==> src/core/pmcfg_defines.svh <==
// offsets, reset values, limits and timing for the config block
`ifndef PMCFG_DEFINES_SVH
`define PMCFG_DEFINES_SVH
`define CLK_PERIOD_NS      20
`define MS_TICK_NS         1000000
`define HYST_DEG           9'h00f
`define OFS_THERM_CFG      4'h0
`define OFS_THERM_DELAY    4'h1
`define OFS_TRACK_CFG      4'h2
`define OFS_MARGIN_HIGH    4'h3
`define OFS_MARGIN_LOW     4'h4
`define OFS_MARGIN_CTRL    4'h5
`define OFS_PHASE          4'h6
`define OFS_STATUS         4'h7
`define OFS_FAULT_CLEAR    4'h8
`define RST_TEMP_LIMIT     8'h7d
`define RST_RESPONSE       3'h4
`define RST_RETRY_COUNT    3'h3
`define RST_DELAY_MS       16'h0010
`define NOMINAL_PERMILLE   11'h3e8
`define RST_MARGIN_HIGH    11'h41a
`define RST_MARGIN_LOW     11'h3b6
`define MAX_MARGIN         11'h44c
`define RST_MARGIN_RATE    8'h01
`define RST_MARGIN_OVR     3'h2
`define ADDR_BASE          7'h20
`define ADDR_OPEN          7'h21
`define ADDR_MAX_INDEX     5'h18
`define STRAP_INIT_CYCLES  2'h2
`endif

==> src/core/pmcfg_pkg.sv <==
// types shared by the configuration and fault control block
package pmcfg_pkg;
  typedef enum logic [2:0] {
    RESP_RETRY_FOREVER,
    RESP_RETRY_COUNT,
    RESP_DELAY_SHUTDOWN,
    RESP_RIDE_THROUGH,
    RESP_IMMEDIATE
  } therm_resp_t;
  typedef enum logic [2:0] {
    TS_RUN,
    TS_RUN_DELAY,
    TS_OFF_WAIT,
    TS_OFF_MONITOR,
    TS_OFF_LATCHED
  } therm_state_t;
  typedef enum logic [1:0] {
    STRAP_LOW,
    STRAP_OPEN,
    STRAP_HIGH,
    STRAP_RESISTOR
  } strap_level_t;
  typedef enum logic [1:0] {
    MARGIN_LOW,
    MARGIN_NOMINAL,
    MARGIN_HIGH
  } margin_sel_t;
  typedef struct packed {
    logic enable;
    logic ratio100;
    logic limitByRef;
    logic followAlways;
  } track_cfg_t;
endpackage

==> src/core/power_manager_config_fault_ctrl.sv <==
// thermal fault response, tracking, margining, address and phase control
`timescale 1ns/10ps
`include "pmcfg_defines.svh"
module power_manager_config_fault_ctrl #(
  parameter int MsCycles = `MS_TICK_NS / `CLK_PERIOD_NS
) (
  input  wire logic                      mclk,
  input  wire logic                      rst,
  input  wire logic [3:0]                address,
  input  wire logic                      read,
  input  wire logic                      write,
  input  wire logic [31:0]               writedata,
  output logic      [31:0]               readdata,
  output logic                           waitrequest,
  input  wire logic [7:0]                dieTemp,
  input  wire logic [1:0]                margin_select_pin,
  input  wire logic [1:0]                address_strap_pin,
  input  wire logic [4:0]                addressStrapIndex,
  input  wire logic [2:0]                delay_strap_pin,
  input  wire logic                      trackStrapEnable,
  output logic                           runEnable,
  output logic                           thermalFault,
  output logic                           fault_alert_output,
  output logic      [6:0]                busAddress,
  output logic                           addressReserved,
  output logic      [3:0]                phaseOffset,
  output pmcfg_pkg::track_cfg_t          trackCfg,
  output logic                           softStartUsed,
  output logic      [10:0]               marginTarget,
  output logic      [7:0]                marginRate
);
  logic [1:0]  mgnSync1, mgnSync2;
  logic [1:0]  saSync1, saSync2;
  logic [4:0]  saIdxSync1, saIdxSync2;
  logic [2:0]  dlySync1, dlySync2;
  logic        trkSync1, trkSync2;
  logic [1:0]  initCnt_reg;
  logic [7:0]  tempLimit_reg;
  logic [2:0]  response_reg, retryLimit_reg, marginOvr_reg;
  logic [15:0] delayMs_reg, msCnt_reg, delayCnt_reg;
  logic [4:0]  trackBus_reg, phaseBus_reg;
  logic [10:0] marginHigh_reg, marginLow_reg, clampedWr;
  logic        faultSeen_reg, strapTrack_reg;
  logic [2:0]  strapSs_reg, retryCnt_reg;
  logic        msTick, busWr, overLimit, belowHyst, delayDone;
  logic [1:0]  marginSel;
  pmcfg_pkg::therm_state_t state_reg;
  pmcfg_pkg::therm_state_t state_next;

  // pins come from outside, so two stages before anything reads them
  always_ff @(posedge mclk)
  begin
    mgnSync1   <= margin_select_pin;
    mgnSync2   <= mgnSync1;
    saSync1    <= address_strap_pin;
    saSync2    <= saSync1;
    saIdxSync1 <= addressStrapIndex;
    saIdxSync2 <= saIdxSync1;
    dlySync1   <= delay_strap_pin;
    dlySync2   <= dlySync1;
    trkSync1   <= trackStrapEnable;
    trkSync2   <= trkSync1;
  end

  // one wait state per access; write lands on the edge waitrequest is low
  assign busWr = write && !waitrequest;
  always_ff @(posedge mclk)
  begin
    if (rst)
      waitrequest <= 1'b1;
    else if ((read || write) && waitrequest)
      waitrequest <= 1'b0;
    else
      waitrequest <= 1'b1;
  end

  // writes above nominal plus 10 percent are clamped
  assign clampedWr = (writedata[10:0] > `MAX_MARGIN) ? `MAX_MARGIN
                                                      : writedata[10:0];

  always_ff @(posedge mclk)
  begin
    if (rst)
    begin
      tempLimit_reg  <= `RST_TEMP_LIMIT;
      response_reg   <= `RST_RESPONSE;
      retryLimit_reg <= `RST_RETRY_COUNT;
      delayMs_reg    <= `RST_DELAY_MS;
      trackBus_reg   <= 5'h00;
      marginHigh_reg <= `RST_MARGIN_HIGH;
      marginLow_reg  <= `RST_MARGIN_LOW;
      marginOvr_reg  <= `RST_MARGIN_OVR;
      marginRate     <= `RST_MARGIN_RATE;
      phaseBus_reg   <= 5'h00;
    end
    else if (busWr)
    begin
      case (address)
        `OFS_THERM_CFG:
        begin
          tempLimit_reg  <= writedata[7:0];
          response_reg   <= (writedata[10:8] > `RST_RESPONSE) ? `RST_RESPONSE
                                                      : writedata[10:8];
          retryLimit_reg <= writedata[14:12];
        end
        `OFS_THERM_DELAY: delayMs_reg  <= writedata[15:0];
        `OFS_TRACK_CFG:   trackBus_reg <= writedata[4:0];
        `OFS_MARGIN_HIGH: marginHigh_reg <= clampedWr;
        `OFS_MARGIN_LOW:  marginLow_reg  <= clampedWr;
        `OFS_MARGIN_CTRL:
        begin
          marginOvr_reg <= writedata[2:0];
          marginRate    <= writedata[15:8];
        end
        `OFS_PHASE: phaseBus_reg <= {writedata[7:4], writedata[0]};
        default: ;
      endcase
    end
  end

  // straps taken once the sync stages have filled, then frozen
  always_ff @(posedge mclk)
  begin
    if (rst)
    begin
      initCnt_reg     <= 2'h0;
      busAddress      <= `ADDR_BASE;
      addressReserved <= 1'b0;
      strapTrack_reg  <= 1'b0;
      strapSs_reg     <= 3'h0;
    end
    else if (initCnt_reg != `STRAP_INIT_CYCLES)
      initCnt_reg <= initCnt_reg + 2'h1;
    if (!rst && initCnt_reg == `STRAP_INIT_CYCLES - 2'h1)
    begin
      strapTrack_reg <= trkSync2;
      strapSs_reg    <= dlySync2;
      case (pmcfg_pkg::strap_level_t'(saSync2))
        pmcfg_pkg::STRAP_LOW:  busAddress <= `ADDR_BASE;
        pmcfg_pkg::STRAP_OPEN: busAddress <= `ADDR_OPEN;
        pmcfg_pkg::STRAP_HIGH: addressReserved <= 1'b1;
        default:
          if (saIdxSync2 > `ADDR_MAX_INDEX)
            addressReserved <= 1'b1;
          else
            busAddress <= `ADDR_BASE + {2'h0, saIdxSync2};
      endcase
    end
  end

  // bus setting wins over the strap when its override bit is set
  always_ff @(posedge mclk)
  begin
    if (rst)
    begin
      trackCfg      <= '0;
      softStartUsed <= 1'b1;
    end
    else if (trackBus_reg[0])
    begin
      trackCfg      <= {trackBus_reg[1], trackBus_reg[2], trackBus_reg[3],
                        trackBus_reg[4]};
      softStartUsed <= !trackBus_reg[1];
    end
    else
    begin
      trackCfg.enable       <= strapTrack_reg;
      trackCfg.ratio100     <= !strapSs_reg[2];
      trackCfg.limitByRef   <= strapSs_reg[1];
      trackCfg.followAlways <= strapSs_reg[0];
      softStartUsed         <= !strapTrack_reg;
    end
  end

  // pin code: 0 low, 1 floating, 2 high
  assign marginSel = marginOvr_reg[0] ? marginOvr_reg[2:1] : mgnSync2;
  always_ff @(posedge mclk)
  begin
    if (rst)
      marginTarget <= `NOMINAL_PERMILLE;
    else
      case (pmcfg_pkg::margin_sel_t'(marginSel))
        pmcfg_pkg::MARGIN_HIGH: marginTarget <= marginHigh_reg;
        pmcfg_pkg::MARGIN_LOW:  marginTarget <= marginLow_reg;
        default:                marginTarget <= `NOMINAL_PERMILLE;
      endcase
  end

  // phase in 22.5 degree steps; 45 degrees per address step
  always_ff @(posedge mclk)
  begin
    if (rst)
      phaseOffset <= 4'h0;
    else if (phaseBus_reg[0])
      phaseOffset <= phaseBus_reg[4:1];
    else
      phaseOffset <= {busAddress[2:0], 1'b0};
  end

  // millisecond enable for the fault delay
  assign msTick = (msCnt_reg == 16'(MsCycles - 1));
  always_ff @(posedge mclk)
  begin
    if (rst || msTick)
      msCnt_reg <= 16'h0000;
    else
      msCnt_reg <= msCnt_reg + 16'h0001;
  end

  assign overLimit = dieTemp > tempLimit_reg;
  assign belowHyst = ({1'b0, dieTemp} + `HYST_DEG) < {1'b0, tempLimit_reg};
  assign delayDone = msTick && (delayCnt_reg >= delayMs_reg);

  always_comb
  begin
    state_next = state_reg;
    case (state_reg)
      pmcfg_pkg::TS_RUN:
        if (overLimit)
          case (pmcfg_pkg::therm_resp_t'(response_reg))
            pmcfg_pkg::RESP_RETRY_FOREVER:  state_next = pmcfg_pkg::TS_OFF_WAIT;
            pmcfg_pkg::RESP_RETRY_COUNT:    state_next = pmcfg_pkg::TS_OFF_WAIT;
            pmcfg_pkg::RESP_DELAY_SHUTDOWN: state_next = pmcfg_pkg::TS_RUN_DELAY;
            pmcfg_pkg::RESP_RIDE_THROUGH:   state_next = pmcfg_pkg::TS_RUN;
            default: state_next = pmcfg_pkg::TS_OFF_MONITOR;
          endcase
      pmcfg_pkg::TS_RUN_DELAY:
        if (!overLimit)
          state_next = pmcfg_pkg::TS_RUN;
        else if (delayDone)
          state_next = pmcfg_pkg::TS_OFF_LATCHED;
      pmcfg_pkg::TS_OFF_WAIT:
        if (delayDone && belowHyst)
          state_next = pmcfg_pkg::TS_RUN;
        else if (delayDone && response_reg == 3'(pmcfg_pkg::RESP_RETRY_COUNT)
                 && retryCnt_reg >= retryLimit_reg)
          state_next = pmcfg_pkg::TS_OFF_LATCHED;
      pmcfg_pkg::TS_OFF_MONITOR:
        if (belowHyst)
          state_next = pmcfg_pkg::TS_RUN;
      pmcfg_pkg::TS_OFF_LATCHED:
        if (busWr && address == `OFS_FAULT_CLEAR && writedata[1] && !overLimit)
          state_next = pmcfg_pkg::TS_RUN;
      default: state_next = pmcfg_pkg::TS_RUN;
    endcase
  end

  always_ff @(posedge mclk)
  begin
    if (rst)
      state_reg <= pmcfg_pkg::TS_RUN;
    else
      state_reg <= state_next;
  end

  // delay counter restarts whenever the state changes; retry counter clears only in TS_RUN
  always_ff @(posedge mclk)
  begin
    if (rst || state_next != state_reg)
      delayCnt_reg <= 16'h0000;
    else if (delayDone)
      delayCnt_reg <= 16'h0000; // wait again before the next check
    else if (msTick)
      delayCnt_reg <= delayCnt_reg + 16'h0001;
    if (rst || state_reg == pmcfg_pkg::TS_RUN)
      retryCnt_reg <= 3'h0;
    else if (state_reg == pmcfg_pkg::TS_OFF_WAIT && delayDone &&
             retryCnt_reg != 3'h7)
      retryCnt_reg <= retryCnt_reg + 3'h1;
  end

  // sticky alert; a new fault in the clear cycle wins
  always_ff @(posedge mclk)
  begin
    if (rst)
    begin
      faultSeen_reg      <= 1'b0;
      fault_alert_output <= 1'b0;
      thermalFault       <= 1'b0;
      runEnable          <= 1'b0;
    end
    else
    begin
      if (overLimit)
        faultSeen_reg <= 1'b1;
      else if (busWr && address == `OFS_FAULT_CLEAR && writedata[0])
        faultSeen_reg <= 1'b0;
      fault_alert_output <= faultSeen_reg;
      thermalFault       <= overLimit;
      runEnable          <= (state_next == pmcfg_pkg::TS_RUN) ||
                            (state_next == pmcfg_pkg::TS_RUN_DELAY);
    end
  end

  always_ff @(posedge mclk)
  begin
    if (rst)
      readdata <= 32'h00000000;
    else if (read && waitrequest)
      case (address)
        `OFS_THERM_CFG:   readdata <= {17'h0, retryLimit_reg, 1'b0,
                                       response_reg, tempLimit_reg};
        `OFS_THERM_DELAY: readdata <= {16'h0, delayMs_reg};
        `OFS_TRACK_CFG:   readdata <= {27'h0, trackBus_reg};
        `OFS_MARGIN_HIGH: readdata <= {21'h0, marginHigh_reg};
        `OFS_MARGIN_LOW:  readdata <= {21'h0, marginLow_reg};
        `OFS_MARGIN_CTRL: readdata <= {16'h0, marginRate, 5'h0, marginOvr_reg};
        `OFS_PHASE:       readdata <= {24'h0, phaseBus_reg[4:1], 3'h0,
                                       phaseBus_reg[0]};
        `OFS_STATUS:      readdata <= {2'h0, dieTemp, faultSeen_reg,
                                       addressReserved, busAddress, 3'h0,
                                       phaseOffset, 1'b0, 3'(state_reg),
                                       runEnable, thermalFault};
        default:          readdata <= 32'h00000000;
      endcase
  end
endmodule

==> config.mk <==
export PLATFORM = sky130hd
export DESIGN_NAME = power_manager_config_fault_ctrl
export DESIGN_NICKNAME = d
export VERILOG_FILES = /design/src/core/pmcfg_pkg.sv /design/src/core/power_manager_config_fault_ctrl.sv
export VERILOG_INCLUDE_DIRS = /design/src /design/src/core
export SDC_FILE = /design/constraint.sdc
export NUM_CORES = 1
export LEC_CHECK = 0
export BUFFER_PORTS_ARGS = -buffer_cell sky130_fd_sc_hd__clkbuf_2
export CORE_UTILIZATION = 50
export DETAILED_ROUTE_END_ITERATION = 10
export MAX_ROUTING_LAYER = met4
export PLACE_DENSITY = 0.84
export SLEW_MARGIN = 15
export SYNTH_ARGS = -nofsm -noshare
export SYNTH_HDL_FRONTEND = slang
export SYNTH_SLANG_ARGS = --single-unit
export TNS_END_PERCENT = 100
==> constraint.sdc <==
create_clock -name mclk -period 2.4 [get_ports mclk]
set_input_delay 0 -clock mclk [delete_from_list [all_inputs] [get_ports mclk]]
set_output_delay 0 -clock mclk [all_outputs]
set_load 0.05 [all_outputs]
==> flow_metrics.env <==
export IMPL_floorplan_core_area_sq_um=17400
export IMPL_final_nets=1282
export IMPL_clock_tree_from_tritoncts="yes"
export IMPL_postLayoutSetupSlackWorst_ns=0.118
export IMPL_pwr_share_clk_pct=40.4
export IMPL_finalClockSkew_ns=0.0143
export IMPL_max_stage_delay_ns=0.41
export IMPL_cts_root_buf="sky130_fd_sc_hd__clkbuf_16"
export IMPL_largest_reg_flops=30
export IMPL_track_usage_pct=28.9
export IMPL_cts_max_level=1
export IMPL_preCtsSetupSlack_ns=-0.236
export IMPL_area_growth_pct=22.5
export IMPL_reg2reg_from="delayCnt_reg[0]$_SDFFE_PP0P_"
export IMPL_clock_tree_buffer_depth=3
export IMPL_cts_inserted_buffers=21
export IMPL_syn_inst=1022
export IMPL_hold_depth=3
export IMPL_grt_pass1_wl_mm=40.5
export IMPL_post_drt_antenna_nets=0
export IMPL_synth_yosys_warnings=0
export IMPL_hold_path_startpoint="address[3]"
export IMPL_synth_most_common_cell="sky130_fd_sc_hd__dfxtp_1"
export IMPL_maxSlewHeadroom_pct=55.9
export IMPL_drt_iter0_drc=791
export IMPL_tightest_slew_ns=0.655
export IMPL_detailedPlacementHpwl_mm=17.8
export IMPL_port_buffer_count=114
export IMPL_placement_rows=48
export IMPL_floorplan_die_width_um=136
export IMPL_grt_met3_usage_pct=5.78
export IMPL_critPathRequiredTime_ns=2.83
export IMPL_hold_path_endpoint="faultSeen_reg$_SDFFE_PP0P_"
export IMPL_layout_cell_share_with_drive_strength_beyond_1_pct=18.5
export IMPL_synthFlopType="sky130_fd_sc_hd__dfxtp_1"
export IMPL_grt_use_met1_pct=35.2
export IMPL_grt_antenna_before_repair=0
export IMPL_setup_violations=0
export IMPL_max_clock_freq_ghz=0.438
export IMPL_layout_worst_path_cycle_share_pct=95.1
export IMPL_drc_errors=0
export IMPL_reg2regPathDepth=11
export IMPL_registers_top_by_ff_count="readdata"
export IMPL_syn_area_sq_um=8970
export IMPL_hold_path_class="input port to flip-flop"
export IMPL_drt_vias_per_instance=5.83
export IMPL_die_ar_sq_um=18500
export IMPL_synth_ff_latch_count=206
export IMPL_startpoint_class_of_the_critical_path="flip-flop"
export IMPL_critPathArrivalTime_ns=2.71
export IMPL_core_utilization_of_the_finished_layout_pct=63.1
export IMPL_endpoint_kind="flip-flop"
export IMPL_internal_power_mw=5.77
export IMPL_synth_avg_cell_area_sq_um=8.78
export IMPL_clock_insertion_delay_worst_skew_ns=0.51
export IMPL_slowest_stage="sky130_fd_sc_hd__dfxtp_1"
export IMPL_result_of_the_run="finished, final reports clean"
export IMPL_route_final_wire_length_mm=25.7
export IMPL_power_leakage_nw=4.58
export IMPL_post_drt_wl_per_cell_um=18.1
export IMPL_reg2reg_setup_slack_ns=0.12
export IMPL_globalRoute_busiestLayer="met2"
export IMPL_synth_top_cell_area_share_pct=45.1
export IMPL_totalNegativeSetupSlack_ns=0
export IMPL_pwr_density_cell_nw_per_um2=720
export IMPL_total_power_mw=7.91
export IMPL_floorplan_initialDensity_pct=51.5
export IMPL_grt_setup_unrepaired="no"
export IMPL_first_global_vias=7986
export IMPL_grt_ovfl_total=0
export IMPL_pin_count=133
export IMPL_worst_setup_path_type="flip-flop to flip-flop"
export IMPL_routed_via_count=8261
export IMPL_part_of_the_power_in_registers_pct=46.4
export IMPL_timing_max_transition_violations_final=0
export IMPL_netlist_top_cell_by_area="sky130_fd_sc_hd__dfxtp_1"
export IMPL_period_needed_ns=2.28
export IMPL_combinationalPowerShare_pct=13.2
export IMPL_cp_cell_sequence="inv_1 -> ha_1 -> nor3b_1 -> o21ai_0 -> a31oi_1 -> a21oi_2 -> buf_4 -> o221ai_2 -> o2111ai_4 -> buf_12 -> a21oi_1"
export IMPL_yosysSeqAreaShare_pct=46.4
export IMPL_place_congestion=0.952
export IMPL_synth_top_cells_by_count="sky130_fd_sc_hd__dfxtp_1 (202), sky130_fd_sc_hd__nand2_1 (152), sky130_fd_sc_hd__nor2_1 (99)"
export IMPL_clk_pin_slew_ns=0.06
export IMPL_r2r_end="delayCnt_reg[1]$_SDFFE_PP0P_"
export IMPL_detailedRoute_firstPassIterationCount=6
export IMPL_grt_start_max_net_pins=91
export IMPL_synthDistinctLibCells=75
export IMPL_fp_dieH_um=136
export IMPL_timing_critical_path_fanout_max=16
export IMPL_yosys_top_cells_area="sky130_fd_sc_hd__dfxtp_1 (45%), sky130_fd_sc_hd__nand2_1 (6.4%), sky130_fd_sc_hd__ha_1 (5.9%)"
export IMPL_use_met2_pct=46.9
export IMPL_swShare_pct=27.1
export IMPL_synth_enable_flop_cells=4
export IMPL_async_reset_ff_share_pct=0
export IMPL_power_switching_mw=2.14
export IMPL_cts_sinks=206
export IMPL_whs_ns=0.0473
export IMPL_diodes=0
export IMPL_report_final_hold_viol_count=0
export IMPL_drv_cap=0
export IMPL_peakVddDrop_uv=776
[power by group through the flow]
stage	clock network [mW]	logic (mW)	registers (mW)
finish	3.20	1.04	3.67
CTS	3.22	1.02	3.67
floorplan	0	0.477	3.93
global route	3.35	1.11	3.68
global placement	0	0.947	3.74
detailed placement	0	0.964	3.74
[placed cells by master, fill, tap and decap left out, types with 23 or more instances in the layout]
cell type                         n
sky130_fd_sc_hd__dlygate4sd3_1   38
sky130_fd_sc_hd__nand3_1         38
sky130_fd_sc_hd__mux2i_1         26
sky130_fd_sc_hd__xor2_1          23
sky130_fd_sc_hd__inv_1           40
sky130_fd_sc_hd__nor2_1          99
sky130_fd_sc_hd__clkbuf_2       113
sky130_fd_sc_hd__ha_1            42
sky130_fd_sc_hd__nand2_1        152
sky130_fd_sc_hd__buf_4           32
sky130_fd_sc_hd__dfxtp_1        202
sky130_fd_sc_hd__a21oi_1         88
[routing by layer]
layer	vias up	part of all wire (%)	routed length (um)
met5	-	0	0
met4	0	3.5	909
met3	85	9.9	2550
met2	443	46	11900
met1	3855	40	10300
li1	3878	-	-
[what timing repair did]
item,in CTS,in global routing
resized for setup,0,4
buffers inserted,0,1
hold buffers,38,0
setup endpoints to repair,0,19
endpoints found under the hold margin,92,0
[final cells by class]
class,count,area [sq um]
Fill cell,1390,6430
Multi-Input combinational cell,722,4450
Sequential cell,206,4160
Timing Repair Buffer,187,1270
Clock buffer,27,588
Tap cell,225,282
Inverter,41,154
Clock inverter,10,81.3
[stage by stage]
| step | instances | cell area (sq um) |
|---|---|---|
| floorplan | 1023 | 8980 |
| CTS | 1417 | 11000 |
| finish | 1418 | 11000 |
| detailed placement | 1342 | 9910 |
| global placement | 1342 | 9910 |
| global route | 1418 | 11000 |
[logic make-up (layout without fill, tap and decap cells)]
group,after synthesis,count (layout),synth area share (%)
AO/OA/AOI/OAI,208,208,15.1
XOR/XNOR,36,36,3.51
adder cells (fa/ha/maj),42,42,5.86
buffers and inverters,95,265,4.35
flip-flops,206,206,46.4
multiplexers,27,27,3.03
other,1,2,0.0418
AND/OR/NAND/NOR,407,407,21.7
[critical path, delay by kind of cell, from the launching register on]
kind	cells	cell delay, ns
adder cells (fa/ha/maj)	1	0.28
AO/OA/AOI/OAI	6	0.91
flip-flops	1	0.41
buffers and inverters	3	0.41
AND/OR/NAND/NOR	1	0.19
[worst max-delay path by stage]
stage          slack, ns  cells after the start                     startpoint                      endpoint
2_1_floorplan       0.04                     14                     dieTemp[0]  delayCnt_reg[7]$_SDFFE_PP0P_
3_3_place_gp       -0.13                     15                     dieTemp[0]  delayCnt_reg[1]$_SDFFE_PP0P_
3_5_place_dp       -0.24                     15                     dieTemp[0]  delayCnt_reg[1]$_SDFFE_PP0P_
4_1_cts             0.06                      9   delayMs_reg[15]$_SDFFE_PP0P_  retryCnt_reg[2]$_SDFFE_PP0P_
6_report            0.12                     11   delayCnt_reg[0]$_SDFFE_PP0P_  delayCnt_reg[1]$_SDFFE_PP0P_
5_1_grt            0.001                      9  tempLimit_reg[7]$_SDFFE_PP0P_  delayCnt_reg[1]$_SDFFE_PP0P_
No activity file was read; power rests on OpenSTA's default activity.
